==> config.mk <==
export PLATFORM = sky130hd
export DESIGN_NAME = crb_dev_flat
export DESIGN_NICKNAME = d
export VERILOG_FILES = /design/src/inc/crb_pkg.sv /design/src/inc/crb_if.sv /design/src/hw/crb_dev.sv /design/src/flat_wrapper.sv
export SDC_FILE = /design/constraint.sdc
export NUM_CORES = 1
export LEC_CHECK = 0
export BUFFER_PORTS_ARGS = -buffer_cell sky130_fd_sc_hd__buf_2
export CORE_AREA = 2 2 151 153
export DETAILED_ROUTE_END_ITERATION = 12
export DIE_AREA = 0 0 153 155
export PLACE_DENSITY_LB_ADDON = 0.12
export SKIP_CTS_REPAIR_TIMING = 1
export SLEW_MARGIN = 10
export SYNTH_ARGS = -nofsm -noshare
export SYNTH_HDL_FRONTEND = slang
export SYNTH_SLANG_ARGS = --single-unit
==> constraint.sdc <==
create_clock -name CLK_SYS_I -period 3.05 [get_ports CLK_SYS_I]
set_input_delay 0.305 -clock CLK_SYS_I [delete_from_list [all_inputs] [get_ports CLK_SYS_I]]
set_output_delay 0.305 -clock CLK_SYS_I [all_outputs]
set_load 0.05 [all_outputs]
==> src/inc/crb_pkg.sv <==
// Constants shared by both ends of the channel readback path
// Overview of operation
// - Host rearms interrupt: clear then set enable
// - Read address picks register, bit 0 names it
// - Read address bit 1 shows data chaining
// - Read address accepted any time, no disturbance
// - Host gaps a load before a read
// - Counter decrements per byte, interrupts at zero
// - Early end leaves remaining count
// - Chaining runs each segment to zero, reloads
// - Reads leave busy and done untouched
// - Count read stages; second read delivers
// - Load count also writes count stage
// - Status register holds address and status
// - Status read stages; second read delivers
// - Status low byte, address high byte
// - Load device address writes status register
// - Tags read stages; second read delivers
// - Some tag word bits carry channel status
// - Load output tags writes tag stage
// - First count fills counter, second next
// - Chaining moves next count into counter
// - Chaining starts on the register named by load address bit 0, alternates
package crb_pkg;
    localparam int DW = 16;
    localparam logic [3:0] FN_CLR_IRQ_EN = 4'h6;
    localparam logic [3:0] FN_SET_IRQ_EN = 4'h7;
    localparam logic [3:0] FN_RD_ADDR = 4'h8;
    localparam logic [3:0] FN_RD_COUNT = 4'h9;
    localparam logic [3:0] FN_RD_STATUS = 4'hA;
    localparam logic [3:0] FN_RD_TAGS = 4'hB;
    localparam logic [3:0] FN_LD_ADDR = 4'hC;
    localparam logic [3:0] FN_LD_COUNT = 4'hD;
    localparam logic [3:0] FN_LD_DEV = 4'hE;
    localparam logic [3:0] FN_LD_TAGS = 4'hF;
    // Read-address answer bits
    localparam int RA_SEL_BIT = 0;
    localparam int RA_CHAIN_BIT = 1;
    // Load-address parcel bits
    localparam int LA_SEL_BIT = 0;
    localparam int LA_CHAIN_BIT = 1;
    localparam int TAG_W = 12;
    // Host register byte offsets
    localparam logic [3:0] REG_CMD = 4'h0;
    localparam logic [3:0] REG_RESP = 4'h4;
    localparam logic [3:0] REG_STAT = 4'h8;
    // Host command register fields
    localparam int CMD_CODE_LSB = 0;
    localparam int CMD_TWICE_BIT = 4;
    localparam int CMD_REARM_BIT = 5;
    localparam int CMD_ACC_LSB = 16;
    localparam logic [15:0] ZERO16 = 16'h0000;
    localparam logic [31:0] ZERO32 = 32'h0000_0000;
endpackage

==> src/inc/crb_if.sv <==
// Function port between host processor end and channel device end
`timescale 1ns/100ps
`default_nettype none
interface crb_if;
    logic fn_valid;
    logic [3:0] fn_code;
    logic [15:0] fn_acc;
    logic rsp_valid;
    logic [15:0] rsp_data;
    logic chan_irq;
    modport dev (input fn_valid, fn_code, fn_acc, output rsp_valid, rsp_data, chan_irq);
    modport host (output fn_valid, fn_code, fn_acc, input rsp_valid, rsp_data, chan_irq);
endinterface
`default_nettype wire

==> src/hw/crb_dev.sv <==
// Channel device end: address, count, status and tag readback
//
// The Wishbone interface to the registers and the register offsets were decided locally.
`timescale 1ns/100ps
`default_nettype none
module crb_dev
    import crb_pkg::*;
(
    input wire logic CLK_SYS_I,
    input wire logic RST_I,
    crb_if.dev FN,
    input wire logic BYTE_DONE_I,
    input wire logic CU_END_I,
    input wire logic STAT_CAP_I,
    input wire logic [7:0] STAT_BYTE_I,
    input wire logic [7:0] DEV_ADDR_I,
    input wire logic [TAG_W-1:0] IN_TAGS_I,
    input wire logic CHAN_BUSY_I,
    input wire logic CHAN_DONE_I,
    output logic [15:0] OUT_TAGS_O,
    output logic [15:0] MEM_ADDR_O,
    output logic XFER_END_O
);
    // ----------------------------------------
    // Function decode
    // ----------------------------------------
    logic fv;
    logic [3:0] fc;
    logic [15:0] acc;
    assign fv = FN.fn_valid;
    assign fc = FN.fn_code;
    assign acc = FN.fn_acc;

    logic ld_addr, ld_count, ld_dev, ld_tags, rd_addr, rd_count, rd_stat, rd_tags, clr_en, set_en;
    assign ld_addr = fv && fc == FN_LD_ADDR;
    assign ld_count = fv && fc == FN_LD_COUNT;
    assign ld_dev = fv && fc == FN_LD_DEV;
    assign ld_tags = fv && fc == FN_LD_TAGS;
    assign rd_addr = fv && fc == FN_RD_ADDR;
    assign rd_count = fv && fc == FN_RD_COUNT;
    assign rd_stat = fv && fc == FN_RD_STATUS;
    assign rd_tags = fv && fc == FN_RD_TAGS;
    assign clr_en = fv && fc == FN_CLR_IRQ_EN;
    assign set_en = fv && fc == FN_SET_IRQ_EN;

    // ----------------------------------------
    // Address registers and chaining
    // ----------------------------------------
    logic [15:0] addr_reg [2];
    logic cur_sel_reg;
    logic chain_reg;
    logic [15:0] count_reg;
    logic [15:0] next_count_reg;
    logic seg_end;
    assign seg_end = BYTE_DONE_I && count_reg == 16'h0001;

    always_ff @(posedge CLK_SYS_I)
    begin
        if (RST_I)
        begin
            addr_reg[0] <= ZERO16;
            addr_reg[1] <= ZERO16;
            cur_sel_reg <= 1'b0;
        end
        else if (ld_addr)
        begin
            addr_reg[acc[LA_SEL_BIT]] <= acc;
            cur_sel_reg <= acc[LA_SEL_BIT];
        end
        else if (BYTE_DONE_I && count_reg != ZERO16)
        begin
            addr_reg[cur_sel_reg] <= addr_reg[cur_sel_reg] + 16'h0001;
            // Next segment continues from the other address register
            if (seg_end && chain_reg)
                cur_sel_reg <= ~cur_sel_reg;
        end
    end
    assign MEM_ADDR_O = addr_reg[cur_sel_reg];

    always_ff @(posedge CLK_SYS_I)
    begin
        if (RST_I)
            chain_reg <= 1'b0;
        else if (ld_addr && acc[LA_CHAIN_BIT])
            chain_reg <= 1'b1;
        else if (seg_end && next_count_reg == ZERO16)
            chain_reg <= 1'b0;
    end

    // ----------------------------------------
    // Byte counter
    // ----------------------------------------
    logic prev_cnt_reg;
    always_ff @(posedge CLK_SYS_I)
    begin
        if (RST_I)
            prev_cnt_reg <= 1'b0;
        else if (fv)
            prev_cnt_reg <= ld_count && !prev_cnt_reg;
    end

    always_ff @(posedge CLK_SYS_I)
    begin
        if (RST_I)
        begin
            count_reg <= ZERO16;
            next_count_reg <= ZERO16;
        end
        // first to counter, second to next
        else if (ld_count && prev_cnt_reg)
            next_count_reg <= acc;
        else if (ld_count)
            count_reg <= acc;
        else if (seg_end && chain_reg)
        begin
            count_reg <= next_count_reg;
            next_count_reg <= ZERO16;
        end
        else if (BYTE_DONE_I && count_reg != ZERO16)
            count_reg <= count_reg - 16'h0001;
        // early end keeps the remaining count
    end

    // ----------------------------------------
    // Interrupt flags, set wins over clear
    // ----------------------------------------
    logic irq_en_reg, done_irq_reg, chain_irq_reg, last_seg;
    assign last_seg = seg_end && (!chain_reg || next_count_reg == ZERO16);

    always_ff @(posedge CLK_SYS_I)
    begin
        if (RST_I)
            irq_en_reg <= 1'b0;
        else if (set_en)
            irq_en_reg <= 1'b1;
        else if (clr_en)
            irq_en_reg <= 1'b0;
    end

    always_ff @(posedge CLK_SYS_I)
    begin
        if (RST_I)
            done_irq_reg <= 1'b0;
        else if (last_seg || CU_END_I)
            done_irq_reg <= 1'b1;
        else if (ld_count || ld_addr)
            done_irq_reg <= 1'b0;
    end

    always_ff @(posedge CLK_SYS_I)
    begin
        if (RST_I)
            chain_irq_reg <= 1'b0;
        else if (seg_end && !last_seg)
            chain_irq_reg <= 1'b1;
        // Rearm by clearing enable; a fresh address load also clears it
        else if (clr_en || ld_addr)
            chain_irq_reg <= 1'b0;
    end
    assign FN.chan_irq = irq_en_reg && (done_irq_reg || chain_irq_reg);

    always_ff @(posedge CLK_SYS_I)
    begin
        if (RST_I)
            XFER_END_O <= 1'b0;
        else
            XFER_END_O <= last_seg || CU_END_I;
    end

    // ----------------------------------------
    // Status register and staging
    // ----------------------------------------
    logic [15:0] status_reg, cnt_stage_reg, stat_stage_reg, tag_stage_reg;
    always_ff @(posedge CLK_SYS_I)
    begin
        if (RST_I)
            status_reg <= ZERO16;
        else if (ld_dev)
            status_reg <= {acc[7:0], acc[15:8]};
        else if (STAT_CAP_I)
            status_reg <= {DEV_ADDR_I, STAT_BYTE_I};
    end

    always_ff @(posedge CLK_SYS_I)
    begin
        if (RST_I)
            cnt_stage_reg <= ZERO16;
        else if (ld_count)
            cnt_stage_reg <= acc;
        else if (rd_count)
            cnt_stage_reg <= count_reg;
    end

    always_ff @(posedge CLK_SYS_I)
    begin
        if (RST_I)
            stat_stage_reg <= ZERO16;
        else if (rd_stat)
            stat_stage_reg <= status_reg;
    end

    always_ff @(posedge CLK_SYS_I)
    begin
        if (RST_I)
            tag_stage_reg <= ZERO16;
        else if (ld_tags)
            tag_stage_reg <= acc;
        // sample input tags; top bits are status
        else if (rd_tags)
            tag_stage_reg <= {CHAN_BUSY_I, CHAN_DONE_I, chain_reg, chain_irq_reg, IN_TAGS_I};
    end

    always_ff @(posedge CLK_SYS_I)
    begin
        if (RST_I)
            OUT_TAGS_O <= ZERO16;
        else if (ld_tags)
            OUT_TAGS_O <= acc;
    end

    // ----------------------------------------
    // Answer path
    // ----------------------------------------
    // reads touch no busy or done flag; those stay with the channel
    always_ff @(posedge CLK_SYS_I)
    begin
        if (RST_I)
        begin
            FN.rsp_valid <= 1'b0;
            FN.rsp_data <= ZERO16;
        end
        else
        begin
            FN.rsp_valid <= rd_addr || rd_count || rd_stat || rd_tags;
            // address read never stalls other logic
            if (rd_addr)
                FN.rsp_data <= {addr_reg[acc[LA_SEL_BIT]][15:2], chain_reg, acc[LA_SEL_BIT]};
            else if (rd_count)
                FN.rsp_data <= cnt_stage_reg;
            else if (rd_stat)
                FN.rsp_data <= stat_stage_reg;
            else if (rd_tags)
                FN.rsp_data <= tag_stage_reg;
        end
    end
endmodule // crb_dev
`default_nettype wire

==> src/flat_wrapper.sv <==
// flat-port wrapper written by rule: the top's interface ports become plain ports
module crb_dev_flat import crb_pkg::*;
  (CLK_SYS_I, RST_I, BYTE_DONE_I, CU_END_I, STAT_CAP_I, STAT_BYTE_I, DEV_ADDR_I, IN_TAGS_I, CHAN_BUSY_I, CHAN_DONE_I, OUT_TAGS_O, MEM_ADDR_O, XFER_END_O, FN_fn_valid, FN_fn_code, FN_fn_acc, FN_rsp_valid, FN_rsp_data, FN_chan_irq);
  crb_if FN_i ();
  input wire logic CLK_SYS_I;
  input wire logic RST_I;
  input wire logic BYTE_DONE_I;
  input wire logic CU_END_I;
  input wire logic STAT_CAP_I;
  input wire logic [7:0] STAT_BYTE_I;
  input wire logic [7:0] DEV_ADDR_I;
  input wire logic [TAG_W-1:0] IN_TAGS_I;
  input wire logic CHAN_BUSY_I;
  input wire logic CHAN_DONE_I;
  output logic [15:0] OUT_TAGS_O;
  output logic [15:0] MEM_ADDR_O;
  output logic XFER_END_O;
  input wire logic [$bits(FN_i.fn_valid)-1:0] FN_fn_valid;
  input wire logic [$bits(FN_i.fn_code)-1:0] FN_fn_code;
  input wire logic [$bits(FN_i.fn_acc)-1:0] FN_fn_acc;
  output wire logic [$bits(FN_i.rsp_valid)-1:0] FN_rsp_valid;
  output wire logic [$bits(FN_i.rsp_data)-1:0] FN_rsp_data;
  output wire logic [$bits(FN_i.chan_irq)-1:0] FN_chan_irq;
  assign FN_i.fn_valid = FN_fn_valid;
  assign FN_i.fn_code = FN_fn_code;
  assign FN_i.fn_acc = FN_fn_acc;
  assign FN_rsp_valid = FN_i.rsp_valid;
  assign FN_rsp_data = FN_i.rsp_data;
  assign FN_chan_irq = FN_i.chan_irq;
  crb_dev u_core (.CLK_SYS_I(CLK_SYS_I), .RST_I(RST_I), .FN(FN_i), .BYTE_DONE_I(BYTE_DONE_I), .CU_END_I(CU_END_I), .STAT_CAP_I(STAT_CAP_I), .STAT_BYTE_I(STAT_BYTE_I), .DEV_ADDR_I(DEV_ADDR_I), .IN_TAGS_I(IN_TAGS_I), .CHAN_BUSY_I(CHAN_BUSY_I), .CHAN_DONE_I(CHAN_DONE_I), .OUT_TAGS_O(OUT_TAGS_O), .MEM_ADDR_O(MEM_ADDR_O), .XFER_END_O(XFER_END_O));
endmodule
# Word-level counts from Yosys, hierarchy flattened
# Memories as Yosys holds them, arrays and structs flattened. A register that Yosys moved wholly into a read port is not among the register bits.
# Cells that the tools add are included.
# classes
add_sub_neg,2
eq_ne,12
mux,44
bitwise_logic,2
reduce_logical,50
# ops
cell,n
16-bit 2-to-1 mux,18
"4-bit equality test, second input constant",8
16-bit OR reduction,2
1-bit 2-to-1 mux,26
1-bit logical AND,20
2-bit nonzero test,10
"16-bit by 1-bit adder with 16-bit output, second input constant",1
"16-bit by 1-bit equality test with 1-bit output, second input constant",1
16-bit zero test,1
16-bit nonzero test,1
"16-bit by 1-bit subtractor with 16-bit output, second input constant",1
"4-bit by 3-bit equality test with 1-bit output, second input constant",2
1-bit logical OR,8
2-bit AND reduction,3
4-bit nonzero test,1
1-bit zero test,3
3-bit nonzero test,1
"2-bit inequality test, second input constant",1
1-bit NOT,2
# word_totals
ff_bits,136
mem_bits_rw,32
in_bits,56
out_inout_bits,51
wordCells,127
n_memories,1
# mem_list
name,depth,width,read_ports,rd_ports_with_merged_regs,write_ports,line,text
u_core.addr_reg,2,16,2,1,2,crb_dev.sv:49,logic [15:0] addr_reg [2];

# Depth between registers and ports, before layout
# Gate-level depths: netlist of run 1.
# depth
word_depth,8
ltp_mapped,9

# Worst setup path before layout of run 1
# No wires, ideal clock.
# synth_path
kind,flip-flop to flip-flop
from,register with a tool-made name
to,memory u_core.addr_reg[1][12] (data pin)
setup_time_ns,0.265
arrival_time_ns,2.287
required_time_ns,2.785
setup_slack_ns,0.498
path_stages_with_launch,9
path_buffers,2
synth_period_minus_slack_ns,2.552
cell_sequence,dfxtp_1 -> buf_2 -> buf_1 -> mux2_2 -> ha_1 -> o2111a_1 -> a31o_2 -> a31oi_1 -> nor2_1
# synth_rtl
element,line
end: declaration,crb_dev.sv:49

==> results of run 1 <==
## worst min-delay path by stage
stage / start / endpoint / slack [ns] / cells past startpoint
floorplan: u_core.status_reg[0] / u_core.stat_stage_reg[0] / 0.43 / 2
global placement: u_core.status_reg[9] / u_core.stat_stage_reg[9] / 0.44 / 2
detailed placement: u_core.status_reg[9] / u_core.stat_stage_reg[9] / 0.44 / 2
CTS: CU_END_I / u_core.XFER_END_O / 0.17 / 3
global route: IN_TAGS_I[6] / u_core.tag_stage_reg[6] / 0.21 / 3
finish: CU_END_I / u_core.XFER_END_O / 0.17 / 3
## report_power, final
group / switching, uW / internal (uW) / total [uW] / leakage, uW
Clock: 967 / 1230 / 2200 / 0.000283
Combinational: 666 / 378 / 1040 / 0.00211
Sequential: 116 / 2390 / 2510 / 0.00146
Total: 1750 / 4000 / 5750 / 0.00385
## critical path, cell delays in order (launching register included)
cell                      delay [ns]
sky130_fd_sc_hd__dfxtp_1        0.37
sky130_fd_sc_hd__inv_1          0.10
sky130_fd_sc_hd__ha_1           0.24
sky130_fd_sc_hd__nor4b_4        0.38
sky130_fd_sc_hd__nand4_2        0.45
sky130_fd_sc_hd__and2_1         0.55
sky130_fd_sc_hd__mux2_2         0.40
sky130_fd_sc_hd__nor2_1         0.12
## cells in the mapped netlist, types with 12 or more instances
| library cell | instances |
|---|---|
| sky130_fd_sc_hd__o21ai_0 | 21 |
| sky130_fd_sc_hd__o211ai_1 | 20 |
| sky130_fd_sc_hd__clkbuf_1 | 59 |
| sky130_fd_sc_hd__a211oi_1 | 52 |
| sky130_fd_sc_hd__a311o_1 | 14 |
| sky130_fd_sc_hd__nand2_1 | 121 |
| sky130_fd_sc_hd__mux2i_1 | 58 |
| sky130_fd_sc_hd__nand4_1 | 12 |
| sky130_fd_sc_hd__a22oi_1 | 17 |
| sky130_fd_sc_hd__or2_2 | 16 |
| sky130_fd_sc_hd__nor2_1 | 130 |
| sky130_fd_sc_hd__edfxtp_1 | 32 |
| sky130_fd_sc_hd__dfxtp_1 | 137 |
| sky130_fd_sc_hd__a21oi_1 | 47 |
| sky130_fd_sc_hd__mux2_2 | 19 |
| sky130_fd_sc_hd__a31oi_1 | 25 |
| sky130_fd_sc_hd__xnor2_1 | 14 |
| sky130_fd_sc_hd__nor3_1 | 20 |
## per-stage QoR
| stage | utilization [%] | hold WS [ns] | cell area, um2 | std cells | total power, uW |
|---|---|---|---|---|---|
| global placement | 42.5 | 0.439 | 9440 | 1315 | 3590 |
| detailed placement | 42.5 | 0.444 | 9440 | 1315 | 3590 |
| global route | 45.1 | 0.207 | 10000 | 1347 | 5970 |
| CTS | 45.1 | 0.172 | 10000 | 1347 | 5770 |
| finish | 45.1 | 0.171 | 10000 | 1347 | 5750 |
| floorplan | - | 0.431 | 8670 | 979 | 3270 |
## routing by layer
metal | wire (um) | part of all wire [%]
met1 | 14100 | 47
met2 | 13300 | 45
met3 | 1620 | 5.4
met4 | 774 | 2.6
met5 | 0 | 0
## cells by family after synthesis
family / count (synthesis) / share of synthesized area, %
multiplexers: 77 / 9.16
AO/OA/AOI/OAI: 251 / 21.0
AND/OR/NAND/NOR: 363 / 20.1
XOR/XNOR: 19 / 1.92
adder cells (fa/ha/maj): 3 / 0.433
flip-flops: 169 / 42.7
buffers and inverters: 97 / 4.69
## cell type report
| cell class | instances | area share, % |
|---|---|---|
| multi-input cells | 713 | 45.5 |
| flip-flops and latches | 169 | 36.9 |
| repair buffers | 138 | 7.71 |
| clock buffers | 20 | 4.78 |
| well taps | 285 | 3.55 |
| clock inverters | 12 | 1.12 |
| inverters | 10 | 0.374 |
## cell usage in the layout, fill, tap and decap left out, drive strengths merged, types with 5 or more instances in the layout
cell	Yosys	routed
a211o	5	5
a211oi	52	52
a21boi	7	7
a21o	5	5
a21oi	47	47
a22oi	17	17
a311o	14	14
a311oi	9	9
a31oi	25	25
buf	26	138
clkbuf	61	20
clkinv	0	5
dfxtp	137	137
edfxtp	32	32
inv	10	13
mux2	19	19
mux2i	58	58
nand2	121	121
nand3	11	11
nand3b	5	5
nand4	14	14
nand4b	6	6
nor2	130	130
nor3	22	22
o211ai	20	20
o21ai	22	22
or2	18	18
or4	10	10
xnor2	14	14
xor2	5	5
==> parameters.txt, run 1 <==
Parameter                              Value

Clock tree
  Cell chosen for the clock root    sky130_fd_sc_hd__clkbuf_16
  H-Tree Level Count    4
  CTS tree    yes
  Clock tree buffer depth    2
  Clk slew on worst S/H paths    around 0.070 ns
  Insertion delay of the later-clocked pin in the worst-skew pair    ~0.44 ns
  Clock buffers created by TritonCTS    17
  TritonCTS sink count    169

Routing
  Post-DR wirelength/cell    22.1 um
  Wire length reported by the detailed router    roughly 30000 um
  Drt first-iter violations    771
  Vias/cell    around 6
  Residual DRC    0
  Post-DRT Antenna Nets    0
  Detailed-routing iteration count for the pre-antenna-repair pass    5
  Count of vias placed by the detailed router    about 8k

STA
  Final worst path period need    2.78 ns
  Hold violation count in the final report    0
  Headroom to the max-slew limit    41.7%
  Final total negative setup slack    0 ns
  F_max    approximately 0.36 GHz
  Setup Viol. Count Final    0
  PnR worst setup slack    about 0.27 ns
  RSZ-0062 raised after global routing    false
  Final setup skew    roughly 0.014 ns
  Total count of max-transition violations in the final report    0
  Share of the clock period used by the worst path    between 90 and 100%
  Slew at the pin with the worst max-slew slack    between 0.8 and 0.9 ns

Floorplanning
  Std-Cell Core Area    between 20000 and 25000 um2
  Vertical die dimension    approximately 160 um
  Floorplan die area    23700 um2
  Placement Rows    55
  Starting density of the core    39.0%
  I/O pin count    roughly 110
  Die span in x    between 150 and 200 um

Yosys
  Post-synth EDFFs    32
  Cell count after synthesis    slightly below 1k
  Most instantiated flip-flop cell in the synthesis netlist    sky130_fd_sc_hd__dfxtp_1
  Cell type contributing the most total cell area after synthesis    sky130_fd_sc_hd__dfxtp_1
  Cell Area, Synth    around 8700 um2
  Cells taking the most area after synthesis    sky130_fd_sc_hd__dfxtp_1 32%, sky130_fd_sc_hd__edfxtp_1 11%, sky130_fd_sc_hd__mux2i_1 6.7%
  Synth warn    0
  Number of storage elements in the synthesis netlist    169
  Number of distinct library cell variants in the gate-level netlist after synthesis    between 70 and 80
  Syn Nets    ~1.0k
  Mean cell area of the mapped netlist    a little under 9 um2
  Asr flop ratio synth    0%
  Synth top area share    between 30% and 40%
  Sequential cell area fraction in the yosys report    between 40% and 50%

Cells and area
  Filler cell count    2279
  Fraction of final layout cells with drive strength greater than 1    a little over a fifth
  Area taken by multi-input logic gates    ~4600 um2
  Area Growth Syn to Fin    15.7%
  Register area    ~3700 um2
  Max FFs per register    32
  Total inserted antenna cells    0
  Number of nets in the layout    1108

Critical path
  R2R Path End    u_core.addr_reg[1][0]
  Kind of critical path    flop to flop
  Worst Setup End Kind    flop
  Critical path origin    u_core.count_reg[0]
  Crit path launch type    flop
  CP arrival    3.06 ns
  Worst setup path endpoint    u_core.addr_reg[1][0]
  Worst-path maximum fanout    16
  WP data required    roughly 3.3 ns
  Path depth of the worst reg2reg path    7
  RR Startpoint    u_core.count_reg[0]
  Worst reg-to-reg setup slack    between 0.2 and 0.3 ns

Job
  Reported max-cap violation count    0

Global routing
  Global-route layer with the greatest usage    met2
  Fraction of met2 tracks used by global routing    between 30% and 40%
  Met3 usage    under 10%
  First-pass GRT wire length    around 45000 um
  Largest net degree at the start of global routing    67
  Initial antenna violation count    0
  Met1 layer usage reported by global route    a little over a third
  All-Layer GR Usage    between 20% and 30%
  Number of global-route vias before repair    around 7.3k
  Total gr overflow    0

Worst hold path
  Classification of the worst-slack hold path    primary input to flop

Place
  Setup Slack @ Placement    roughly 0.34 ns
  Weighted congestion reported at the end of routability-driven placement    around 0.84
  Post-detailed-placement half-perimeter wirelength    approximately 20000 um
  Number of port buffers    106

Pwr
  Pwr/cell area    ~570 nW/um2
  Peak supply drop    between 300 and 400 uV
  Static power due to leakage    between 0.003 and 0.004 uW

Outcome
  Run status    completed
(Power assumes the default switching activity.)
==> run 2: changes to the inputs <==
- ABC_AREA: unset -> 1
- CORE_AREA: 2 2 151 153 -> 2 2 152 154
- DIE_AREA: 0 0 153 155 -> 0 0 154 156
==> run 2 against run 1 <==
Effect of this change:
- cell count rose by 22%
- non-clock buffer count fell by 11
- routed wire length rose by 0.35%
- critical endpoint is now u_core.addr_reg[0][2]
==> parameters.txt, run 2 <==
Parameter                              Value

Critical path
  Kind of critical path    flop to flop (unchanged)
  Worst reg-to-reg setup slack    0.54 ns (was 0.27 ns)
  WP data required    3.05 ns (was 3.34 ns)
  Crit path launch type    flop (unchanged)
  R2R Path End    u_core.addr_reg[0][2] (was u_core.addr_reg[1][0])
  Worst-path maximum fanout    16 (unchanged)
  Path depth of the worst reg2reg path    10 (was 7)
  CP arrival    2.51 ns (was 3.06 ns)
  RR Startpoint    u_core.count_reg[0] (unchanged)
  Worst Setup End Kind    flop (unchanged)

Yosys
  Sequential cell area fraction in the yosys report    42.1% (was 42.7%)
  Synth warn    0 (unchanged)
  Post-synth EDFFs    32 (unchanged)
  Synth top area share    31.1% (was 31.6%)
  Most instantiated flip-flop cell in the synthesis netlist    sky130_fd_sc_hd__dfxtp_1 (unchanged)
  Syn Nets    1329 (was 1038)
  Mean cell area of the mapped netlist    6.93 um2 (was 8.86 um2)
  Number of distinct library cell variants in the gate-level netlist after synthesis    41 (was 72)
  Cell Area, Synth    8810 um2 (was 8670 um2)
  Cells taking the most area after synthesis    sky130_fd_sc_hd__dfxtp_1 31%, sky130_fd_sc_hd__nand2_1 15%, sky130_fd_sc_hd__edfxtp_1 11% (was sky130_fd_sc_hd__dfxtp_1 32%, sky130_fd_sc_hd__edfxtp_1 11%, sky130_fd_sc_hd__mux2i_1 6.7%)
  Cell count after synthesis    1270 (was 979)
  Asr flop ratio synth    0% (unchanged)
  Cell type contributing the most total cell area after synthesis    sky130_fd_sc_hd__dfxtp_1 (unchanged)
  Number of storage elements in the synthesis netlist    169 (unchanged)
  Commonest cells in the synthesized netlist    355 x sky130_fd_sc_hd__nand2_1, 165 x sky130_fd_sc_hd__nor2_1, 137 x sky130_fd_sc_hd__dfxtp_1, 125 x sky130_fd_sc_hd__inv_1, 89 x sky130_fd_sc_hd__o21ai_0 (was 137 x sky130_fd_sc_hd__dfxtp_1, 130 x sky130_fd_sc_hd__nor2_1, 121 x sky130_fd_sc_hd__nand2_1, 59 x sky130_fd_sc_hd__clkbuf_1, 58 x sky130_fd_sc_hd__mux2i_1)
  Most used standard cell by instance count after synthesis    sky130_fd_sc_hd__nand2_1 (was sky130_fd_sc_hd__dfxtp_1)

Cells and area
  Total inserted antenna cells    0 (unchanged)
  Commonest cells after routing, fill and taps aside    355 x sky130_fd_sc_hd__nand2_1, 165 x sky130_fd_sc_hd__nor2_1, 137 x sky130_fd_sc_hd__dfxtp_1 (was 137 x sky130_fd_sc_hd__dfxtp_1, 127 x sky130_fd_sc_hd__nor2_1, 121 x sky130_fd_sc_hd__nand2_1)
  Number of nets in the layout    1410 (was 1108)
  Area Growth Syn to Fin    14.9% (was 15.7%)
  Filler cell count    2358 (was 2279)
  Fraction of final layout cells with drive strength greater than 1    15.0% (was 21.2%)
  Most common cell after layout, fill and taps aside    sky130_fd_sc_hd__nand2_1 (was sky130_fd_sc_hd__dfxtp_1)
  Layout Cells excl Fill    1649 (was 1347)
  Post-layout util    45.3% (was 45.1%)
  Max FFs per register    32 (unchanged)

Worst hold path
  Endpoint of the worst hold-timing path    u_core.status_reg[5] (was u_core.XFER_END_O)
  Origin of the worst min-delay path    STAT_BYTE_I[5] (was CU_END_I)
  Cell depth of the worst min-delay path    3 (unchanged)
  Classification of the worst-slack hold path    primary input to flop (unchanged)

Pwr
  Portion of total power attributed to the clock network    40.3% (was 38.2%)
  Peak supply drop    380 uV (was 328 uV)
  Pwr Total    5690 uW (was 5750 uW)
  Sw Pwr    1740 uW (was 1750 uW)
  Internal portion of total power    3950 uW (was 4000 uW)
  Static power due to leakage    0.00445 uW (was 0.00385 uW)
  Sw frac    30.6% (was 30.4%)
  Pwr/cell area    562 nW/um2 (was 573 nW/um2)
  Comb power frac    16.7% (was 18.2%)
  Sequential share of power    43.0% (was 43.6%)

Clock tree
  CTS tree    yes (unchanged)
  TritonCTS sink count    169 (unchanged)
  Clock buffers created by TritonCTS    17 (unchanged)
  Clk slew on worst S/H paths    0.07 ns (about the same)
  H-Tree Level Count    4 (unchanged)
  Insertion delay of the later-clocked pin in the worst-skew pair    0.43 ns (was 0.44 ns)
  Cell chosen for the clock root    sky130_fd_sc_hd__clkbuf_16 (unchanged)
  Clock tree buffer depth    2 (unchanged)

Global routing
  All-Layer GR Usage    25.0% (was 25.1%)
  Number of global-route vias before repair    7855 (was 7294)
  Initial antenna violation count    1 (was 0)
  First-pass GRT wire length    45500 um (was 45300 um)
  Total gr overflow    0 (unchanged)
  Largest net degree at the start of global routing    71 (was 67)

STA
  RSZ-0062 raised after global routing    false (unchanged)
  Final worst path period need    2.51 ns (was 2.78 ns)
  F_max    0.399 GHz (was 0.360 GHz)
  Slew at the pin with the worst max-slew slack    0.787 ns (was 0.874 ns)
  Share of the clock period used by the worst path    82.1% (was 91.0%)
  Setup Viol. Count Final    0 (unchanged)
  Total count of max-transition violations in the final report    0 (unchanged)
  Hold violation count in the final report    0 (unchanged)
  Headroom to the max-slew limit    47.5% (was 41.7%)
  Final setup skew    0.00898 ns (was 0.0141 ns)
  Final total negative setup slack    0 ns (unchanged)

Routing
  Post-DRT Antenna Nets    0 (unchanged)
  Post-DR wirelength/cell    18.1 um (was 22.1 um)
  Wire length reported by the detailed router    29900 um (was 29800 um)
  Count of vias placed by the detailed router    8557 (was 7879)
  Detailed-routing iteration count for the pre-antenna-repair pass    5 (unchanged)
  Drt first-iter violations    658 (was 771)
  Vias/cell    5.19 (was 5.85)
  Residual DRC    0 (unchanged)

Floorplanning
  Vertical die dimension    156 um (was 155 um)
  Std-Cell Core Area    22400 um2 (was 22200 um2)
  Starting density of the core    39.4% (was 39.0%)
  Placement Rows    55 (unchanged)
  Die span in x    154 um (was 153 um)
  Floorplan die area    24000 um2 (was 23700 um2)
  I/O pin count    107 (unchanged)

Outcome
  Run status    completed (unchanged)

Place
  Placed cell count    1617 (was 1315)
  Post-detailed-placement half-perimeter wirelength    21800 um (was 20300 um)
  Weighted congestion reported at the end of routability-driven placement    0.906 (was 0.839)
  Number of port buffers    106 (unchanged)

Job
  Reported max-cap violation count    0 (unchanged)
==> run 2: cell types whose count changed after synthesis, sizes merged, moves of 18 or more <==
cell    before  now
nor3        22    2
mux2i       58    0
nand2      121  362
a21oi       47   80
o21ai       22  110
a31oi       25    7
mux2        19    0
inv         10  133
a211oi      52    0
nor2       130  180
clkbuf      61   29
nand3       11   66
==> run 2: final cells by class <==
cell class / instances / area (um2) / share of cell area, %
Inverter: 135 / 507 / 5.01
Tap cell: 285 / 357 / 3.52
Sequential cell: 169 / 3700 / 36.6
Clock buffer: 19 / 464 / 4.59
Clock inverter: 13 / 151 / 1.50
Multi-Input combinational cell: 901 / 4250 / 42.0
Timing Repair Buffer: 127 / 688 / 6.80
==> run 2: worst max-delay path by stage <==
stage | startpoint | to | slack, ns | depth (start not counted)
after floorplan | flop | u_core.addr_reg[0][14] | 0.05 | 10
after CTS | u_core.count_reg[0] | u_core.addr_reg[0][13] | 0.52 | 10
after detailed placement | u_core.count_reg[0] | u_core.addr_reg[0][14] | 0.54 | 10
after global placement | u_core.count_reg[0] | u_core.addr_reg[0][14] | 0.60 | 10
final | u_core.count_reg[0] | u_core.addr_reg[0][2] | 0.54 | 10
after global routing | u_core.count_reg[0] | u_core.addr_reg[0][11] | 0.41 | 10
==> run 2: power by group through the flow <==
stage | sequential (uW) | clock [uW] | combinational (uW)
2_1_floorplan | 2500 | 0 | 637
3_3_place_gp | 2490 | 0 | 946
3_5_place_dp | 2490 | 0 | 944
4_1_cts | 2440 | 2310 | 949
5_1_grt | 2450 | 2400 | 1060
6_report | 2440 | 2290 | 952
==> run 2: cells by family (layout without fill, tap and decap cells) <==
logic type	Yosys count	in the layout	share of synthesized area, %
buf+inv	200	294	9.66
xor+xnor	10	10	0.995
compound gates	252	252	16.8
flops	169	169	42.1
simple gates	636	636	30.0
fa+ha+maj	3	3	0.426
==> run 2: per-stage QoR <==
step | setup slack, ns | instance area (um2) | hold slack, ns
2_1_floorplan | 0.0513 | 8810 | 0.430
3_3_place_gp | 0.602 | 9510 | 0.443
3_5_place_dp | 0.542 | 9510 | 0.452
4_1_cts | 0.519 | 10100 | 0.118
5_1_grt | 0.406 | 10100 | 0.133
6_report | 0.545 | 10100 | 0.122
==> run 2: metal layers <==
metal / vias to the layer above / wire, um / part of all wire, % / global-route usage (%)
li1: 4312 / - / - / -
met1: 3928 / 13600 / 45 / 33.4
met2: 276 / 13900 / 47 / 41.9
met3: 39 / 1750 / 5.9 / 4.17
met4: 2 / 585 / 2.0 / 7.03
met5: - / 13 / 0.044 / 0
==> run 2: critical path, stage by stage (launching register included) <==
cell and delay, ns:
sky130_fd_sc_hd__dfxtp_1 0.35, sky130_fd_sc_hd__inv_1 0.11, sky130_fd_sc_hd__ha_1 0.25, sky130_fd_sc_hd__nand2_1 0.14
sky130_fd_sc_hd__nor2_1 0.07, sky130_fd_sc_hd__nand2_1 0.11, sky130_fd_sc_hd__nand3_2 0.21, sky130_fd_sc_hd__o21ai_2 0.28
sky130_fd_sc_hd__inv_2 0.05, sky130_fd_sc_hd__nand2_2 0.06, sky130_fd_sc_hd__nand2_1 0.44
==> run 3: changes to the inputs <==
- clock period: 3.05 -> 2.3 ns (I/O delays scaled with it)
==> run 3 against run 2 <==
Effect of this change:
- worst setup slack got worse by 0.35 ns
- sequential cell count unchanged
- combinational power rose by 40%
- maximum frequency is 19% higher
- critical endpoint is now u_core.addr_reg[0][14]
- largest power group unchanged
- highest routed layer is now met4
==> parameters.txt, run 3 (synthesis gave the netlist of run 2 again) <==
Parameter                              Value

STA
  Share of the clock period used by the worst path    91.7% (was 82.1%)
  F_max    0.474 GHz (was 0.399 GHz)
  Setup Viol. Count Final    0 (unchanged)
  Final total negative setup slack    0 ns (unchanged)
  Hold violation count in the final report    0 (unchanged)
  Slew at the pin with the worst max-slew slack    0.595 ns (was 0.787 ns)
  Final setup skew    0.0133 ns (was 0.00898 ns)
  Total count of max-transition violations in the final report    0 (unchanged)
  Final worst path period need    2.11 ns (was 2.51 ns)
  Final-layout worst hold slack    0.0425 ns (was 0.122 ns)
  Headroom to the max-slew limit    60.3% (was 47.5%)
  RSZ-0062 raised after global routing    false (unchanged)

Cells and area
  Most common cell after layout, fill and taps aside    sky130_fd_sc_hd__nand2_1 (unchanged)
  Fraction of final layout cells with drive strength greater than 1    16.5% (was 15.0%)
  Area taken by multi-input logic gates    4270 um2 (was 4250 um2)
  Layout Cells excl Fill    1673 (was 1649)
  Max FFs per register    32 (unchanged)
  Commonest cells after routing, fill and taps aside    355 x sky130_fd_sc_hd__nand2_1, 165 x sky130_fd_sc_hd__nor2_1, 137 x sky130_fd_sc_hd__dfxtp_1 (unchanged)
  Area Growth Syn to Fin    17.3% (was 14.9%)
  Filler cell count    2326 (was 2358)
  Total inserted antenna cells    0 (unchanged)
  Number of nets in the layout    1434 (was 1410)
  Register area    3700 um2 (unchanged)

Outcome
  Run status    completed (unchanged)

Place
  Weighted congestion reported at the end of routability-driven placement    0.942 (was 0.906)
  Post-detailed-placement half-perimeter wirelength    22700 um (was 21800 um)
  Number of port buffers    106 (unchanged)
  Placed cell count    1641 (was 1617)

Critical path
  Crit path launch type    flop (unchanged)
  Kind of critical path    flop to flop (unchanged)
  CP arrival    2.25 ns (was 2.51 ns)
  Worst Setup End Kind    flop (unchanged)
  WP data required    2.45 ns (was 3.05 ns)
  Worst-path maximum fanout    10 (was 16)

Floorplanning
  Placement Rows    55 (unchanged)
  Vertical die dimension    156 um (unchanged)
  I/O pin count    107 (unchanged)
  Std-Cell Core Area    22400 um2 (unchanged)
  Die span in x    154 um (unchanged)
  Starting density of the core    39.4% (unchanged)
  Floorplan die area    24000 um2 (unchanged)

Clock tree
  Cell chosen for the clock root    sky130_fd_sc_hd__clkbuf_16 (unchanged)
  CTS tree    yes (unchanged)
  H-Tree Level Count    4 (unchanged)
  Clock buffers created by TritonCTS    17 (unchanged)
  Clock tree buffer depth    2 (unchanged)
  Clk slew on worst S/H paths    0.08 ns (was 0.07 ns)
  Insertion delay of the later-clocked pin in the worst-skew pair    0.44 ns (was 0.43 ns)
  TritonCTS sink count    169 (unchanged)

Pwr
  Sw Pwr    2450 uW (was 1740 uW)
  Peak supply drop    393 uV (was 380 uV)
  Sw frac    32.5% (was 30.6%)
  Comb power frac    17.6% (was 16.7%)
  Portion of total power attributed to the clock network    39.5% (was 40.3%)
  Sequential share of power    42.8% (was 43.0%)
  Pwr/cell area    731 nW/um2 (was 562 nW/um2)
  Static power due to leakage    0.00457 uW (was 0.00445 uW)
  Internal portion of total power    5100 uW (was 3950 uW)

Routing
  Detailed-routing iteration count for the pre-antenna-repair pass    5 (unchanged)
  Vias/cell    5.20 (was 5.19)
  Drt first-iter violations    682 (was 658)
  Residual DRC    0 (unchanged)
  Count of vias placed by the detailed router    8702 (was 8557)
  Wire length reported by the detailed router    30900 um (was 29900 um)
  Post-DRT Antenna Nets    0 (unchanged)
  Post-DR wirelength/cell    18.5 um (was 18.1 um)

Worst hold path
  Classification of the worst-slack hold path    primary input to flop (unchanged)

Global routing
  Largest net degree at the start of global routing    46 (was 71)
  Number of global-route vias before repair    8072 (was 7855)
  Initial antenna violation count    0 (was 1)
  All-Layer GR Usage    25.7% (was 25.0%)
  First-pass GRT wire length    47200 um (was 45500 um)
  Total gr overflow    0 (unchanged)

Job
  Reported max-cap violation count    0 (unchanged)
==> run 3: path summary, 6_finish.rpt <==
kind	startpoint	endpoint	slack [ns]	depth (start not counted)
max	u_core.count_reg[0]	u_core.addr_reg[0][14]	0.19	12
min	STAT_BYTE_I[3]	u_core.status_reg[3]	0.04	3
max reg2reg	u_core.count_reg[0]	u_core.addr_reg[0][14]	0.19	12
min reg2reg	u_core.irq_en_reg	u_core.irq_en_reg	0.46	2
==> run 3: final cells by class <==
class | count | share of cell area, %
clock inverters | 13 | 1.39
flip-flops and latches | 169 | 35.9
clock buffers | 19 | 4.49
well taps | 285 | 3.45
inverters | 135 | 4.91
multi-input cells | 901 | 41.4
repair buffers | 151 | 8.53
==> run 3: routing by layer <==
metal | GRT usage [%] | wire (um) | vias up
met5 | 0 | 0 | -
met4 | 6.68 | 610 | 0
met3 | 3.81 | 1380 | 32
met2 | 42.0 | 14300 | 231
met1 | 35.8 | 14500 | 4074
li1 | - | - | 4365
==> run 3: critical path, stage by stage, from the launching register on <==
cell                      delay, ns
sky130_fd_sc_hd__dfxtp_1       0.35
sky130_fd_sc_hd__inv_1         0.10
sky130_fd_sc_hd__ha_1          0.24
sky130_fd_sc_hd__nand2_1       0.12
sky130_fd_sc_hd__nor2_1        0.06
sky130_fd_sc_hd__nand2_1       0.11
sky130_fd_sc_hd__nand3_4       0.16
sky130_fd_sc_hd__nand2_2       0.13
sky130_fd_sc_hd__o21ai_4       0.08
sky130_fd_sc_hd__inv_2         0.05
sky130_fd_sc_hd__nand2_2       0.10
sky130_fd_sc_hd__nand2_1       0.11
sky130_fd_sc_hd__buf_4         0.19
==> run 3: power by group through the flow <==
stage | sequential, uW | combinational, uW | clock (uW)
4_1_cts | 3230 | 1320 | 3010
3_3_place_gp | 3300 | 1320 | 0
3_5_place_dp | 3300 | 1320 | 0
2_1_floorplan | 3320 | 847 | 0
6_report | 3230 | 1330 | 2980
5_1_grt | 3250 | 1480 | 3130
==> run 3: through the flow <==
| stage | cell area (um2) | utilization (%) | setup WS, ns | total power [uW] |
|---|---|---|---|---|
| floorplan | 8810 | - | 0.0261 | 4160 |
| global placement | 9710 | 43.4 | 0.181 | 4620 |
| detailed placement | 9710 | 43.4 | 0.123 | 4610 |
| CTS | 10300 | 46.1 | 0.0987 | 7570 |
| global route | 10300 | 46.2 | 0.00585 | 7860 |
| finish | 10300 | 46.2 | 0.192 | 7550 |
